===== src/vsd_consts.svh =====
// constants for the serial display byte decoder
`ifndef VSD_CONSTS_SVH
`define VSD_CONSTS_SVH

// ==================================================
// timing
`define VSD_CLK_NS 25
`define VSD_TICK_NS 1000
`define VSD_TICK_CYC ((`VSD_TICK_NS + `VSD_CLK_NS - 1) / `VSD_CLK_NS)
`define VSD_PHASE_LAST 5'h1E
`define VSD_BIT_LAST 3'h7

// ==================================================
// byte decoding
`define VSD_OP_PTR 4'hA
`define VSD_OP_CNT 4'hC
`define VSD_OP_DUTY 3'h7
`define VSD_CODE_COMMA 6'h2C
`define VSD_CODE_DOT 6'h2E

// ==================================================
// reset values
`define VSD_PTR_RST 4'hF
`define VSD_CNT_RST 4'h0
`define VSD_DUTY_RST 5'h00
`define VSD_EN_RST 1'b1

// ==================================================
// register map (word indices compared with paddr_i[7:2]; VSD_A_BUF_HI is compared with paddr_i[7:4])
`define VSD_A_CTRL 6'h00
`define VSD_A_INJECT 6'h01
`define VSD_A_STATUS 6'h02
`define VSD_A_BUF_HI 4'h1

`endif


===== src/vsd_pkg.sv =====
// types shared by the serial display byte decoder
package vsd_pkg;

    typedef struct packed {
        logic vld;
        logic [7:0] data;
    } vsd_rx_t;

    typedef struct packed {
        logic dp;
        logic comma;
        logic [5:0] glyph;
    } vsd_cell_t;

endpackage : vsd_pkg


===== src/vsd_shift_rx.sv =====
// serial clock/data receiver: synchronises pins and assembles bytes
`timescale 1ns/1ps
`include "vsd_consts.svh"

module vsd_shift_rx import vsd_pkg::*; (
    // clock and reset
    input wire logic mclk_i,
    input wire logic arst_n_i,
    // control from the decoder
    input wire logic clr_i,
    input wire logic en_i,
    // serial pins
    input wire logic sclk_i,
    input wire logic sdata_i,
    // assembled byte
    output vsd_rx_t rx_o
);

    logic sclk_s1_q, sclk_s2_q, sclk_s3_q;
    logic data_s1_q, data_s2_q;
    logic [6:0] sh_q, sh_d;
    logic [2:0] cnt_q, cnt_d;
    vsd_rx_t rx_q, rx_d;
    logic fall;

    assign fall = sclk_s3_q & ~sclk_s2_q;
    assign rx_o = rx_q;

    // ==================================================
    // shifting
    always_comb begin
        sh_d = sh_q;
        cnt_d = cnt_q;
        rx_d = '0;
        if (clr_i || !en_i) begin
            cnt_d = 3'h0;
        end else if (fall) begin
            // msb arrives first, so older bits move up
            sh_d = {sh_q[5:0], data_s2_q};
            cnt_d = cnt_q + 3'h1;
            if (cnt_q == `VSD_BIT_LAST) begin
                rx_d.vld = 1'b1;
                rx_d.data = {sh_q, data_s2_q};
            end
        end
    end

    always_ff @(posedge mclk_i or negedge arst_n_i) begin
        if (!arst_n_i) begin
            sclk_s1_q <= 1'b1;
            sclk_s2_q <= 1'b1;
            sclk_s3_q <= 1'b1;
            data_s1_q <= 1'b0;
            data_s2_q <= 1'b0;
            sh_q <= '0;
            cnt_q <= 3'h0;
            rx_q <= '0;
        end else begin
            sclk_s1_q <= sclk_i;
            sclk_s2_q <= sclk_s1_q;
            sclk_s3_q <= sclk_s2_q;
            data_s1_q <= sdata_i;
            data_s2_q <= data_s1_q;
            sh_q <= sh_d;
            cnt_q <= cnt_d;
            rx_q <= rx_d;
        end
    end
endmodule : vsd_shift_rx


===== src/vsd_decoder.sv =====
// serial display byte decoder with apb status/control and digit scan
//
// Local design decisions: the APB slave port and the address map.
`timescale 1ns/1ps
`include "vsd_consts.svh"

module vsd_decoder import vsd_pkg::*; (
    // clock and reset
    input wire logic mclk_i,
    input wire logic arst_n_i,
    // display module pins
    input wire logic sclk_i,
    input wire logic sdata_i,
    input wire logic disp_rst_n_i,
    // apb slave
    input wire logic psel_i,
    input wire logic penable_i,
    input wire logic pwrite_i,
    input wire logic [7:0] paddr_i,
    input wire logic [31:0] pwdata_i,
    output logic [31:0] prdata_o,
    output logic pready_o,
    output logic pslverr_o,
    // decoded state
    output logic [3:0] ptr_o,
    output logic [3:0] digit_cnt_o,
    output logic [4:0] duty_o,
    // digit scan
    output logic [3:0] grid_sel_o,
    output logic grid_on_o,
    output vsd_cell_t seg_cell_o
);

    // ==================================================
    // reset pin synchroniser and receiver
    logic drst_s1_q, drst_s2_q;
    logic soft_rst;
    logic en_q, en_d;
    vsd_rx_t rx;

    always_ff @(posedge mclk_i or negedge arst_n_i) begin
        if (!arst_n_i) begin
            drst_s1_q <= 1'b0;
            drst_s2_q <= 1'b0;
        end else begin
            drst_s1_q <= disp_rst_n_i;
            drst_s2_q <= drst_s1_q;
        end
    end

    // the host holds the pin low long enough to cross the synchroniser
    assign soft_rst = !drst_s2_q;

    vsd_shift_rx u_rx (
        .mclk_i(mclk_i),
        .arst_n_i(arst_n_i),
        .clr_i(soft_rst),
        .en_i(en_q),
        .sclk_i(sclk_i),
        .sdata_i(sdata_i),
        .rx_o(rx)
    );

    // ==================================================
    // apb slave: one setup, one access cycle, no waits
    logic pready_q, pready_d;
    logic pslverr_q, pslverr_d;
    logic [31:0] prdata_q, prdata_d;
    logic [31:0] rdata;
    logic hit, setup, wr;
    logic inj_pend_q, inj_pend_d;
    logic [7:0] inj_byte_q, inj_byte_d;
    logic [3:0] ptr_q, ptr_d;
    logic [3:0] cnt_q, cnt_d;
    logic [4:0] duty_q, duty_d;
    vsd_cell_t [15:0] buf_q;
    vsd_cell_t [15:0] buf_d;
    logic [5:0] widx;

    assign setup = psel_i && !penable_i;
    assign widx = paddr_i[7:2];
    assign wr = psel_i && penable_i && pready_q && pwrite_i && !pslverr_q;

    always_comb begin
        rdata = 32'h0000_0000;
        hit = 1'b1;
        if (widx == `VSD_A_CTRL) begin
            rdata[0] = en_q;
        end else if (widx == `VSD_A_INJECT) begin
            rdata[7:0] = inj_byte_q;
        end else if (widx == `VSD_A_STATUS) begin
            rdata = {18'h0, inj_pend_q, duty_q, cnt_q, ptr_q};
        end else if (widx[5:2] == `VSD_A_BUF_HI) begin
            rdata = {buf_q[{widx[1:0], 2'h3}], buf_q[{widx[1:0], 2'h2}],
                     buf_q[{widx[1:0], 2'h1}], buf_q[{widx[1:0], 2'h0}]};
        end else begin
            hit = 1'b0;
        end
    end

    always_comb begin
        pready_d = setup;
        pslverr_d = setup && !hit;
        prdata_d = prdata_q;
        if (setup) begin
            prdata_d = pwrite_i ? 32'h0000_0000 : rdata;
        end
        en_d = en_q;
        if (wr && widx == `VSD_A_CTRL) begin
            en_d = pwdata_i[0];
        end
    end

    always_ff @(posedge mclk_i or negedge arst_n_i) begin
        if (!arst_n_i) begin
            pready_q <= 1'b0;
            pslverr_q <= 1'b0;
            prdata_q <= 32'h0000_0000;
            en_q <= `VSD_EN_RST;
        end else begin
            pready_q <= pready_d;
            pslverr_q <= pslverr_d;
            prdata_q <= prdata_d;
            en_q <= en_d;
        end
    end

    assign prdata_o = prdata_q;
    assign pready_o = pready_q;
    assign pslverr_o = pslverr_q;

    // ==================================================
    // byte decoder
    logic in_vld;
    logic [7:0] in_byte;
    logic [3:0] nxt_ptr;

    // a serial byte wins; an injected byte waits one cycle
    assign in_vld = rx.vld || inj_pend_q;
    assign in_byte = rx.vld ? rx.data : inj_byte_q;
    assign nxt_ptr = ptr_q + 4'h1;

    always_comb begin
        ptr_d = ptr_q;
        cnt_d = cnt_q;
        duty_d = duty_q;
        buf_d = buf_q;
        inj_pend_d = inj_pend_q && rx.vld;
        inj_byte_d = inj_byte_q;
        if (wr && widx == `VSD_A_INJECT) begin
            inj_pend_d = 1'b1;
            inj_byte_d = pwdata_i[7:0];
        end
        if (soft_rst) begin
            duty_d = `VSD_DUTY_RST;
            cnt_d = `VSD_CNT_RST;
            ptr_d = `VSD_PTR_RST;
        end else if (in_vld && in_byte[7]) begin
            if (in_byte[7:5] == `VSD_OP_DUTY) begin
                duty_d = in_byte[4:0];
            end else if (in_byte[7:4] == `VSD_OP_PTR) begin
                ptr_d = in_byte[3:0];
            end else if (in_byte[7:4] == `VSD_OP_CNT) begin
                cnt_d = in_byte[3:0];
            end
            // other control codes fall through unchanged
        end else if (in_vld) begin
            // bit 6 is don't care
            if (in_byte[5:0] == `VSD_CODE_DOT) begin
                buf_d[ptr_q + 4'h1].dp = 1'b1;
            end else if (in_byte[5:0] == `VSD_CODE_COMMA) begin
                buf_d[ptr_q + 4'h1].comma = 1'b1;
            end else begin
                ptr_d = nxt_ptr;
                // slot index is pointer plus one: F is position 1
                buf_d[nxt_ptr + 4'h1] = '{1'b0, 1'b0, in_byte[5:0]};
            end
        end
    end

    always_ff @(posedge mclk_i or negedge arst_n_i) begin
        if (!arst_n_i) begin
            ptr_q <= `VSD_PTR_RST;
            cnt_q <= `VSD_CNT_RST;
            duty_q <= `VSD_DUTY_RST;
            buf_q <= '0;
            inj_pend_q <= 1'b0;
            inj_byte_q <= 8'h00;
        end else begin
            ptr_q <= ptr_d;
            cnt_q <= cnt_d;
            duty_q <= duty_d;
            buf_q <= buf_d;
            inj_pend_q <= inj_pend_d;
            inj_byte_q <= inj_byte_d;
        end
    end

    assign ptr_o = ptr_q;
    assign digit_cnt_o = cnt_q;
    assign duty_o = duty_q;

    // ==================================================
    // digit scan: 31 on-time steps per digit slot
    logic [5:0] tick_q, tick_d;
    logic [4:0] phase_q, phase_d;
    logic [3:0] dig_q, dig_d;
    logic [3:0] last_dig;
    logic grid_on_q, grid_on_d;
    vsd_cell_t cell_q, cell_d;
    logic tick;

    assign tick = (tick_q == 6'(`VSD_TICK_CYC - 1));
    // count 0 encodes sixteen positions
    assign last_dig = cnt_q - 4'h1;

    always_comb begin
        tick_d = tick ? 6'h00 : tick_q + 6'h01;
        phase_d = phase_q;
        dig_d = dig_q;
        if (tick) begin
            if (phase_q == `VSD_PHASE_LAST) begin
                phase_d = 5'h00;
                dig_d = (dig_q == last_dig) ? 4'h0 : dig_q + 4'h1;
            end else begin
                phase_d = phase_q + 5'h01;
            end
        end
        if (dig_d > last_dig) begin
            dig_d = 4'h0;
        end
        // duty 31 covers every phase; duty 0 covers none
        grid_on_d = (phase_q < duty_q);
        cell_d = buf_q[dig_q];
    end

    always_ff @(posedge mclk_i or negedge arst_n_i) begin
        if (!arst_n_i) begin
            tick_q <= 6'h00;
            phase_q <= 5'h00;
            dig_q <= 4'h0;
            grid_on_q <= 1'b0;
            cell_q <= '0;
        end else begin
            tick_q <= tick_d;
            phase_q <= phase_d;
            dig_q <= dig_d;
            grid_on_q <= grid_on_d;
            cell_q <= cell_d;
        end
    end

    assign grid_sel_o = dig_q;
    assign grid_on_o = grid_on_q;
    assign seg_cell_o = cell_q;
endmodule : vsd_decoder


===== config.mk =====
export PLATFORM = sky130hd
export DESIGN_NAME = vsd_decoder
export DESIGN_NICKNAME = d
export VERILOG_FILES = /design/src/vsd_pkg.sv /design/src/vsd_shift_rx.sv /design/src/vsd_decoder.sv
export VERILOG_INCLUDE_DIRS = /design/src
export SDC_FILE = /design/constraint.sdc
export NUM_CORES = 1
export LEC_CHECK = 0
export BUFFER_PORTS_ARGS = -buffer_cell sky130_fd_sc_hd__buf_4
export CAP_MARGIN = 15
export CORE_ASPECT_RATIO = 0.9
export CORE_MARGIN = 10
export CORE_UTILIZATION = 60
export DETAILED_ROUTE_END_ITERATION = 8
export HOLD_SLACK_MARGIN = 0.03
export PLACE_DENSITY = 0.8
export RECOVER_POWER = 50
export SLEW_MARGIN = 20
export SYNTH_ARGS = -nofsm -noshare
export SYNTH_HDL_FRONTEND = slang
export SYNTH_SLANG_ARGS = --single-unit

===== constraint.sdc =====
create_clock -name mclk_i -period 3.58 [get_ports mclk_i]
set_input_delay 0.537 -clock mclk_i [delete_from_list [all_inputs] [get_ports mclk_i]]
set_output_delay 0.537 -clock mclk_i [all_outputs]
set_load 0.05 [all_outputs]

=== After elaboration in Yosys (flattened, before gate mapping) ===
Cells that the tools add are included.

* Latch bits: 0
* Memories: 0
* Bits in registers: 235
* Memory bits (writable): 0
* Output and inout port bits: 60
* Bits in read-only memories: 0

* Add/sub/neg operators: 7
* Bitwise operators: 4
* Shifts and indexed selects: 0
* Multiplexer cells: 60
* $mul: 0
* Eq/ne operators: 22
* $lt $le $gt $ge: 11
* Reduce and logical (&&, ||, !) cells: 26
* Divide/modulo/power cells: 0

{| class="wikitable"
|+ Operators with widths
! operator !! count
|-
| 128-bit bitwise mux || 3
|-
| 128-bit 2-to-1 mux || 2
|-
| 8-bit demux with 4-bit select || 3
|-
| 32-bit 2-to-1 mux || 3
|-
| 8-bit 2-to-1 mux || 9
|-
| 8-bit binary-select mux with 2-bit select || 4
|-
| 4-bit 2-to-1 mux || 16
|-
| 4-bit by 5-bit < comparator with 1-bit output, second input constant || 7
|-
| 8-bit binary-select mux with 4-bit select || 1
|-
| 31-bit 2-to-1 mux || 1
|-
| 9-bit 2-to-1 mux || 3
|-
| 24-bit 2-to-1 mux || 1
|-
| 5-bit 2-to-1 mux || 4
|-
| 6-bit equality test, second input constant || 3
|-
| 4-bit by 1-bit adder with 4-bit output, second input constant || 3
|-
| 1-bit logical AND || 12
|-
| 3-bit != test, second input constant || 3
|-
| 4-bit equality test, second input constant || 2
|-
| 4-bit by 1-bit greater-or-equal comparator with 1-bit output, second input constant || 2
|-
| 7-bit 2-to-1 mux || 1
|-
| 6-bit by 1-bit adder with 6-bit output, second input constant || 1
|-
| 3-bit equality test, second input constant || 2
|-
| 6-bit by 1-bit equality test with 1-bit output, second input constant || 1
|-
| 6-bit by 2-bit equality test with 1-bit output, second input constant || 1
|-
| 25 further kinds || 42
|}

=== Depth between registers and ports, before layout ===
Gate-level depths: netlist of run 1.

* Depth after elaboration: 9
* Depth in mapped cells: 12
* Gate-level depth less buffers: 12

=== Hierarchy ===
A second synthesis of run 1 with hierarchy kept.

* Cell total of the unflattened synthesis: 894
* Area total of the unflattened synthesis: 11817.6 µm²

{| class="wikitable"
|+ Modules (own cells, without submodules)
! module !! sequential area each (µm²) !! area each (µm²) !! instances !! cells an instance
|-
| vsd_decoder || 5286.3 || 10925.5 || 1 || 841
|-
| vsd_shift_rx || 604.3 || 892.1 || 1 || 53
|}

=== Worst setup path after synthesis of run 1 ===
OpenSTA, ideal clock, no wires.

* Path type: reg2reg
* Start: register cnt_q[0] (netlist: digit_cnt_o[0])
* End: register dig_q[0] (netlist: grid_sel_o[0])
* Path buffers: 0
* Setup slack: 776 ps
* Data required time: 3451 ps
* Data arrival time: 2676 ps
* Setup time: 129 ps
* Cell stages (with the launch flop): 12
* Clock period less this slack: 2804 ps
* Cells stage by stage: dfrtp_1 -> inv_1 -> ha_1 -> xor3_1 -> nor3_1 -> nand2_1 -> o21ai_0 -> nand2_1 -> ha_1 -> and4_1 -> a21oi_1 -> nor2_1

* Cells in the longest elaborated chain, start to end: 7

{| class="wikitable"
|+ Ends and longest elaborated chain
! element !! line !! text
|-
| start: declaration || vsd_decoder.sv:74 || <nowiki>logic [3:0] cnt_q, cnt_d;</nowiki>
|-
| start signal: assignment || vsd_decoder.sv:184 || <nowiki>cnt_q <= `VSD_CNT_RST;</nowiki>
|-
| start signal: assignment || vsd_decoder.sv:191 || <nowiki>cnt_q <= cnt_d;</nowiki>
|-
| 4-bit by 1-bit subtractor with 4-bit output * || vsd_decoder.sv:215 || <nowiki>assign last_dig = cnt_q - 4'h1;</nowiki>
|-
| 4-bit equality test || vsd_decoder.sv:224 || <nowiki>dig_d = (dig_q == last_dig) ? 4'h0 : dig_q + 4'h1;</nowiki>
|-
| 4-bit 2-to-1 mux || vsd_decoder.sv:224 ||
|-
| 4-bit 2-to-1 mux || vsd_decoder.sv:222 || <nowiki>if (phase_q == `VSD_PHASE_LAST) begin</nowiki>
|-
| 4-bit 2-to-1 mux || vsd_decoder.sv:221 || <nowiki>if (tick) begin</nowiki>
|-
| 4-bit > comparator || vsd_decoder.sv:229 || <nowiki>if (dig_d > last_dig) begin</nowiki>
|-
| 4-bit 2-to-1 mux * || vsd_decoder.sv:229 ||
|-
| net dig_d[0] || vsd_decoder.sv:207 || <nowiki>logic [3:0] dig_q, dig_d;</nowiki>
|-
| end signal: assignment || vsd_decoder.sv:247 || <nowiki>dig_q <= dig_d;</nowiki>
|-
| end: declaration || vsd_decoder.sv:207 ||
|}

Mark *: on every way through the listed nets, which the timed path passes. The rest lies on a longest branch.
A chain may end at the register's enable or synchronous reset.

=== Worst setup path in the final report of run 1 ===
* Start: register phase_q[0]
* End: register dig_q[0] (netlist: grid_sel_o[0])

* Cells in the longest elaborated chain, start to end: 5

{| class="wikitable"
|+ Ends and longest elaborated chain
! element !! line !! text
|-
| start: declaration || vsd_decoder.sv:206 || <nowiki>logic [4:0] phase_q, phase_d;</nowiki>
|-
| start signal: assignment || vsd_decoder.sv:246 || <nowiki>phase_q <= phase_d;</nowiki>
|-
| 5-bit equality test (no source line) * || n/a ||
|-
| 4-bit 2-to-1 mux * || vsd_decoder.sv:222 ||
|-
| 4-bit 2-to-1 mux * || vsd_decoder.sv:221 ||
|-
| 4-bit > comparator || vsd_decoder.sv:229 ||
|-
| 4-bit 2-to-1 mux * || vsd_decoder.sv:229 ||
|-
| net dig_d[0] || vsd_decoder.sv:207 ||
|}

Marks and branches as above.

==> results.yml, run 1 <==
clocking:
  htree_levels: 1
  cts-root-buf: "clkbuf_16"
  cts_tree: "built"
  cts_buffers: 25
  ctsLongestPathBuffers: 3
  postCtsSetupBuffers: 0
  clkSinkCount: 235
  cts.clk_slew.worst_paths_ps: 60
  clk_latency_ps: 520
  cts_resized: 0
  cts_hold_buf: 0
outcome:
  violations: "capacitance limit, slew limit"
  outcome: "finished with violations"
synth:
  ys_ff_latch: 235
  synth_warnings: 0
  synth_nets: 964
  synth-compound-area-share_pct: 10.7
  synthSimpleGateAreaFrac_pct: 8.46
  muxShareOfSynthArea_pct: 23.9
  async_flop_share_pct: 100
  synth_top_cell_by_area: "dfrtp_1"
  synth_top_family_by_area: "multiplexers"
  synth_cells: 894
  synth_xor_area_share_pct: 1.62
  synth_area_leaders: "dfrtp_1, mux4_2, mux2_1, mux2_2, a22o_1"
  synth_cell_types: 72
  synth-seq-area-share_pct: 50.0
  synthAdderAreaFrac_pct: 2.34
  synth_top_area_share_pct: 48.2
  netlist_area_um2: 11800
  synth_edf_count: 0
  synth_ff_type: "dfrtp_1"
  avgSynthCellArea_um2: 13.2
worst_setup_path:
  cpPeakStageDelay_ps: 590
  critPathRequiredTime_ps: 3970
  crit_chain: "inv_1 > ha_1 > and4_1 > or4b_1 > nor3_1 > o21ai_0 > nand2_1 > ha_1 > and4_1 > a21oi_1 > nor2_1"
  cp-end-kind: "flop"
  cpMaxStageDelayCell: "or4b_1"
  worstPathMaxFanout: 7
  start_kind: "flop"
  critPathKind: "flop to flop"
  arrival_ps: 3400
die:
  ios: 108
  die_h_um: 153
  coreArea_um2: 19200
  fp.dieW_um: 168
  die_area_um2: 25700
  floorplan.rows: 48
  initial_utilization_pct: 61.3
cells_and_area:
  post-route-util_pct: 69.9
  syn_to_final_growth_pct: 14.0
  drive_gt1_share_pct: 27.4
  nets: 1030
  n_antenna_cell: 0
  fillCellCount: 1316
sta:
  min_period_over_period_pct: 84.1
  rsz0062_at_grt: "false"
  relSlewSlack_pct: -81.5
  fmax_mhz: 332
  hold_viol_final: 0
  timing.final.crit_period_ps: 3010
  fin_setup_tns_ps: 0
  setup_viol: 0
  slew_viol_final: 106
  finClkSkew_ps: 8.22
  worst_pin_slew_ps: 2720
route:
  vias: 8316
  drc: 0
  viasPerCell: 6.77
  ant_nets: 0
  drt_first_pass_iters: 6
  drt-met1-wl_mm: 12.5
  avgRoutedWirePerCell_um: 25.9
  routed.top_layer: "met4"
  met3_length_mm: 2.79
  route.met2.wl_mm: 15.2
  routed_wl_mm: 31.8
  dr.first_iter.drc_count: 902
global_route:
  antenna_found_initial: 0
  first_global_vias: 8668
  overflow: 0
  grt_pass1_wl_mm: 50.4
  grt.total_usage_pct: 24.4
  grt_max_degree: 108
flow_run:
  max-cap-violations: 1
power:
  p_leak_nw: 6.29
  ir_drop_mv: 0.345
  power.density_nw_per_um2: 411
place:
  port_buffers: 81
  place.gp.congestion: 0.917
  dp_hpwl_mm: 20.8
hold_path:
  hp-class: "primary input to flop"
==> logic make-up (layout without fill, tap and decap cells) <==
family / count (synthesis) / after routing
compound gates: 170 / 170
simple gates: 164 / 164
fa+ha+maj: 22 / 22
buf+inv: 81 / 165
xor+xnor: 16 / 16
flops: 235 / 235
mux: 206 / 206
==> synth_stat cells (all sizes together) (3+ instances only) <==
cell     count
a22o        40
buf         28
a21oi       26
nand2b       8
mux2       126
nor2b        5
nor4b        4
o21ai       34
a31oi        8
nor2        27
nor4         5
a22oi        8
xor2         5
and3         8
dfrtp      227
a21o         3
xnor2        9
or3          3
mux2i       32
nand2       48
a221oi       8
inv         20
and2        12
o2bb2ai     15
nand4        4
nor3         6
dfstp        8
o211ai       3
ha          22
a211oi       8
a222oi       7
nand3       19
clkbuf      32
mux4        48
nor3b        5
==> final timing paths <==
check,start,end,slack [ps],cells past startpoint
max,phase_q[0],grid_sel_o[0],570,11
min,sclk_i,u_rx.sclk_s1_q,130,1
max reg2reg,phase_q[0],grid_sel_o[0],570,11
min reg2reg,drst_s1_q,drst_s2_q,350,0
max in group asynchronous,arst_n_i,ptr_o[2],950,2
min in group asynchronous,arst_n_i,tick_q[5],870,1
==> layout by cell type, fill, tap and decap left out, types with 7 or more instances in the layout <==
cell type and n:
a21oi_1 26, a221oi_1 8, a222oi_1 7, a22o_1 40, a22oi_1 8, a31oi_1 8, and2_1 12, and3_1 8
buf_4 82, clkbuf_1 12, clkbuf_16 25, dfrtp_1 226, dfstp_2 8, ha_1 22, inv_1 20, mux2_1 75
mux2_2 51, mux2i_1 32, mux4_2 48, nand2_1 47, nand2b_1 7, nand3_1 10, nor2_1 26, o21ai_0 24
o21ai_1 8, o2bb2ai_1 15, xnor2_1 7
==> power breakdown <==
group / switching (W) / internal (W)
sequential: 0.00000581 / 0.00266
clock: 0.00107 / 0.00163
combinational: 0.000111 / 0.0000431
==> cell type report <==
cell class	instances	area, µm²	share of cell area, %
sequential	235	5890	43.8
multi-input combinational	578	5550	41.3
tap	250	313	2.33
inverter	21	78.8	0.587
timing repair buffer	99	742	5.52
clock inverter	11	144	1.07
clock buffer	34	719	5.35
==> stage by stage <==
stage | cells | hold slack (ps) | setup WS (ps) | instance area (µm²) | total power (W)
3_5_place_dp | 1183 | 338 | 600 | 12600 | 0.00288
6_report | 1228 | 126 | 570 | 13400 | 0.00553
2_1_floorplan | 894 | 241 | 776 | 11800 | 0.00278
5_1_grt | 1228 | 117 | 320 | 13400 | 0.00567
3_3_place_gp | 1183 | 333 | 729 | 12600 | 0.00288
4_1_cts | 1228 | 106 | 591 | 13500 | 0.00555
==> registers in the layout (all words and copies together), names as in the netlist, 3 cells and up <==
register,count
buf_q,128
digit_cnt_o,4
duty_o,5
grid_sel_o,4
inj_byte_q,8
phase_q,5
prdata_o,32
ptr_o,4
seg_cell_o,8
tick_q,6
u_rx.cnt_q,3
u_rx.rx_o,9
u_rx.sh_q,7
==> layer usage <==
| layer | track usage, % | vias to the layer above |
|---|---|---|
| li1 | - | 3516 |
| met1 | 32.1 | 4255 |
| met2 | 38.4 | 440 |
| met3 | 5.43 | 105 |
| met4 | 9.98 | 0 |
| met5 | 0 | - |
==> worst max-delay path, delay by kind of cell (launching register included) <==
kind / cells / cell delay [ps]
buffers and inverters: 1 / 90
DFF: 1 / 430
and+or+nand+nor: 6 / 1500
AOI/OAI and AO/OA: 2 / 440
adders and majority gates: 2 / 420
(Power assumes the default switching activity.)
==> run 2, diff against run 1 <==
- clock period: 3.58 -> 2.9 ns (I/O delays scaled with it)
==> run 2 against run 1 <==
Effect of this change:
- the run still ends with capacitance limit, slew limit left
- wire length fell by 3.7%
- clock power rose by 13%
- cell count rose by 1.6%
- utilization rose by 0.62 points
- power rose by 18%
- combinational power rose by 27%
- sequential power rose by 24%
- worst hold slack improved by 6.6 ps
- global-route usage fell by 0.75 points
==> results.yml, run 2 (synthesis gave the netlist of run 1 again) <==
sta:
  min_period_over_period_pct: 97.3
  fmax_mhz: 354
  setup_ws_ps: 77.1
  finClkSkew_ps: 7.25
  timing.final.crit_period_ps: 2820
  setup_viol: 0
  slew_viol_final: 65
  relSlewSlack_pct: -12.0
  rsz0062_at_grt: "true"
  whs_ps: 133
  hold_viol_final: 0
  worst_pin_slew_ps: 1680
route:
  avgRoutedWirePerCell_um: 24.5
  drc: 0
  viasPerCell: 6.57
  ant_nets: 0
  vias: 8201
  drt_first_pass_iters: 6
  dr.first_iter.drc_count: 877
  routed_wl_mm: 30.6
worst_setup_path:
  crit_chain: "inv_1 > ha_1 > nand2b_1 > o21ai_4 > xnor2_2 > nand3_2 > mux2_2"
  path_buf_inv: 1
  start_kind: "flop"
  cp-end-kind: "flop"
  cpMaxStageDelayCell: "dfstp_2"
  critPathRequiredTime_ps: 3300
  critPathKind: "flop to flop"
  arrival_ps: 3220
  worstPathMaxFanout: 10
  cpPeakStageDelay_ps: 630
  crit_family: "simple AND/OR/NAND/NOR gates"
cells_and_area:
  drive_gt1_share_pct: 28.2
  nets: 1053
  syn_to_final_growth_pct: 15.0
  largest_register_ffs: 128
  n_antenna_cell: 0
  post-route-util_pct: 70.5
  final_common_cell: "dfrtp_1"
  mostFrequentLayoutCells: "dfrtp_1, buf_4, mux2_1, mux2_2, mux4_2"
  top_register: "buf_q"
  final_area_um2: 13600
global_route:
  grt.total_usage_pct: 23.6
  antenna_found_initial: 0
  first_global_vias: 8464
  overflow: 0
  grt_max_degree: 82
  grt_pass1_wl_mm: 49.1
clocking:
  htree_levels: 1
  cts-root-buf: "clkbuf_16"
  clkSinkCount: 235
  cts_buffers: 25
  cts.clk_slew.worst_paths_ps: 60
  ctsLongestPathBuffers: 3
  postCtsSetupBuffers: 0
  cts_tree: "built"
  clk_latency_ps: 520
die:
  coreArea_um2: 19200
  ios: 108
  initial_utilization_pct: 61.3
  fp.dieW_um: 168
  floorplan.rows: 48
  die_area_um2: 25700
  die_h_um: 153
outcome:
  outcome: "finished with violations"
  violations: "capacitance limit, slew limit"
place:
  dp_slack_ps: 81.2
  dp_hpwl_mm: 21.0
  postPlaceCellArea_um2: 12800
  port_buffers: 81
  place.gp.congestion: 0.891
power:
  p_leak_nw: 6.36
  ir_drop_mv: 0.436
  power.density_nw_per_um2: 482
hold_path:
  hp-class: "primary input to flop"
flow_run:
  max-cap-violations: 1
## run 2: layout make-up
| cell class | count | area [µm²] |
|---|---|---|
| Clock buffer | 41 | 786 |
| Multi-Input combinational cell | 578 | 5570 |
| Sequential cell | 235 | 5890 |
| Timing Repair Buffer | 122 | 910 |
| Tap cell | 250 | 313 |
| Inverter | 21 | 78.8 |
| Clock inverter | 1 | 5.00 |
| Fill cell | 1331 | 5660 |
## run 2: report_power, final
group / internal [W] / switching [W] / total (W)
clock: 0.00182 / 0.00122 / 0.00305
combinational: 0.0000579 / 0.000137 / 0.000195
sequential: 0.00329 / 0.00000739 / 0.00330
## run 2: what timing repair did
item                       in CTS  in global routing
hold endpoints to repair       61                  0
gates resized for setup         0                  4
setup endpoints to repair       0                  5
hold buffers                    4                  0
## run 2: through the flow
step                power (W)  instances  setup TNS [ps]
floorplan             0.00343        894               0
global placement      0.00355       1202               0
detailed placement    0.00356       1202               0
CTS                   0.00660       1248               0
global route          0.00676       1248           -12.0
finish                0.00654       1248               0
## run 2: path summary, 6_finish.rpt
path | startpoint | endpoint | slack [ps] | depth (start not counted)
setup / recovery | ptr_o[1] | buf_q[26] | 80 | 7
hold / removal | pwdata_i[5] | inj_byte_q[5] | 130 | 2
setup reg to reg | ptr_o[1] | buf_q[26] | 80 | 7
hold reg to reg | drst_s1_q | drst_s2_q | 350 | 0
max in group asynchronous | arst_n_i | u_rx.cnt_q[1] | 470 | 3
min in group asynchronous | arst_n_i | tick_q[2] | 890 | 2
## run 2: layer usage
metal | vias up | global-route usage (%) | routed length (µm)
met2 | 393 | 36.7 | 14300
met3 | 80 | 6.23 | 2760
met1 | 4164 | 31.6 | 12500
met5 | - | 0 | 0
li1 | 3564 | - | -
met4 | 0 | 7.87 | 1050
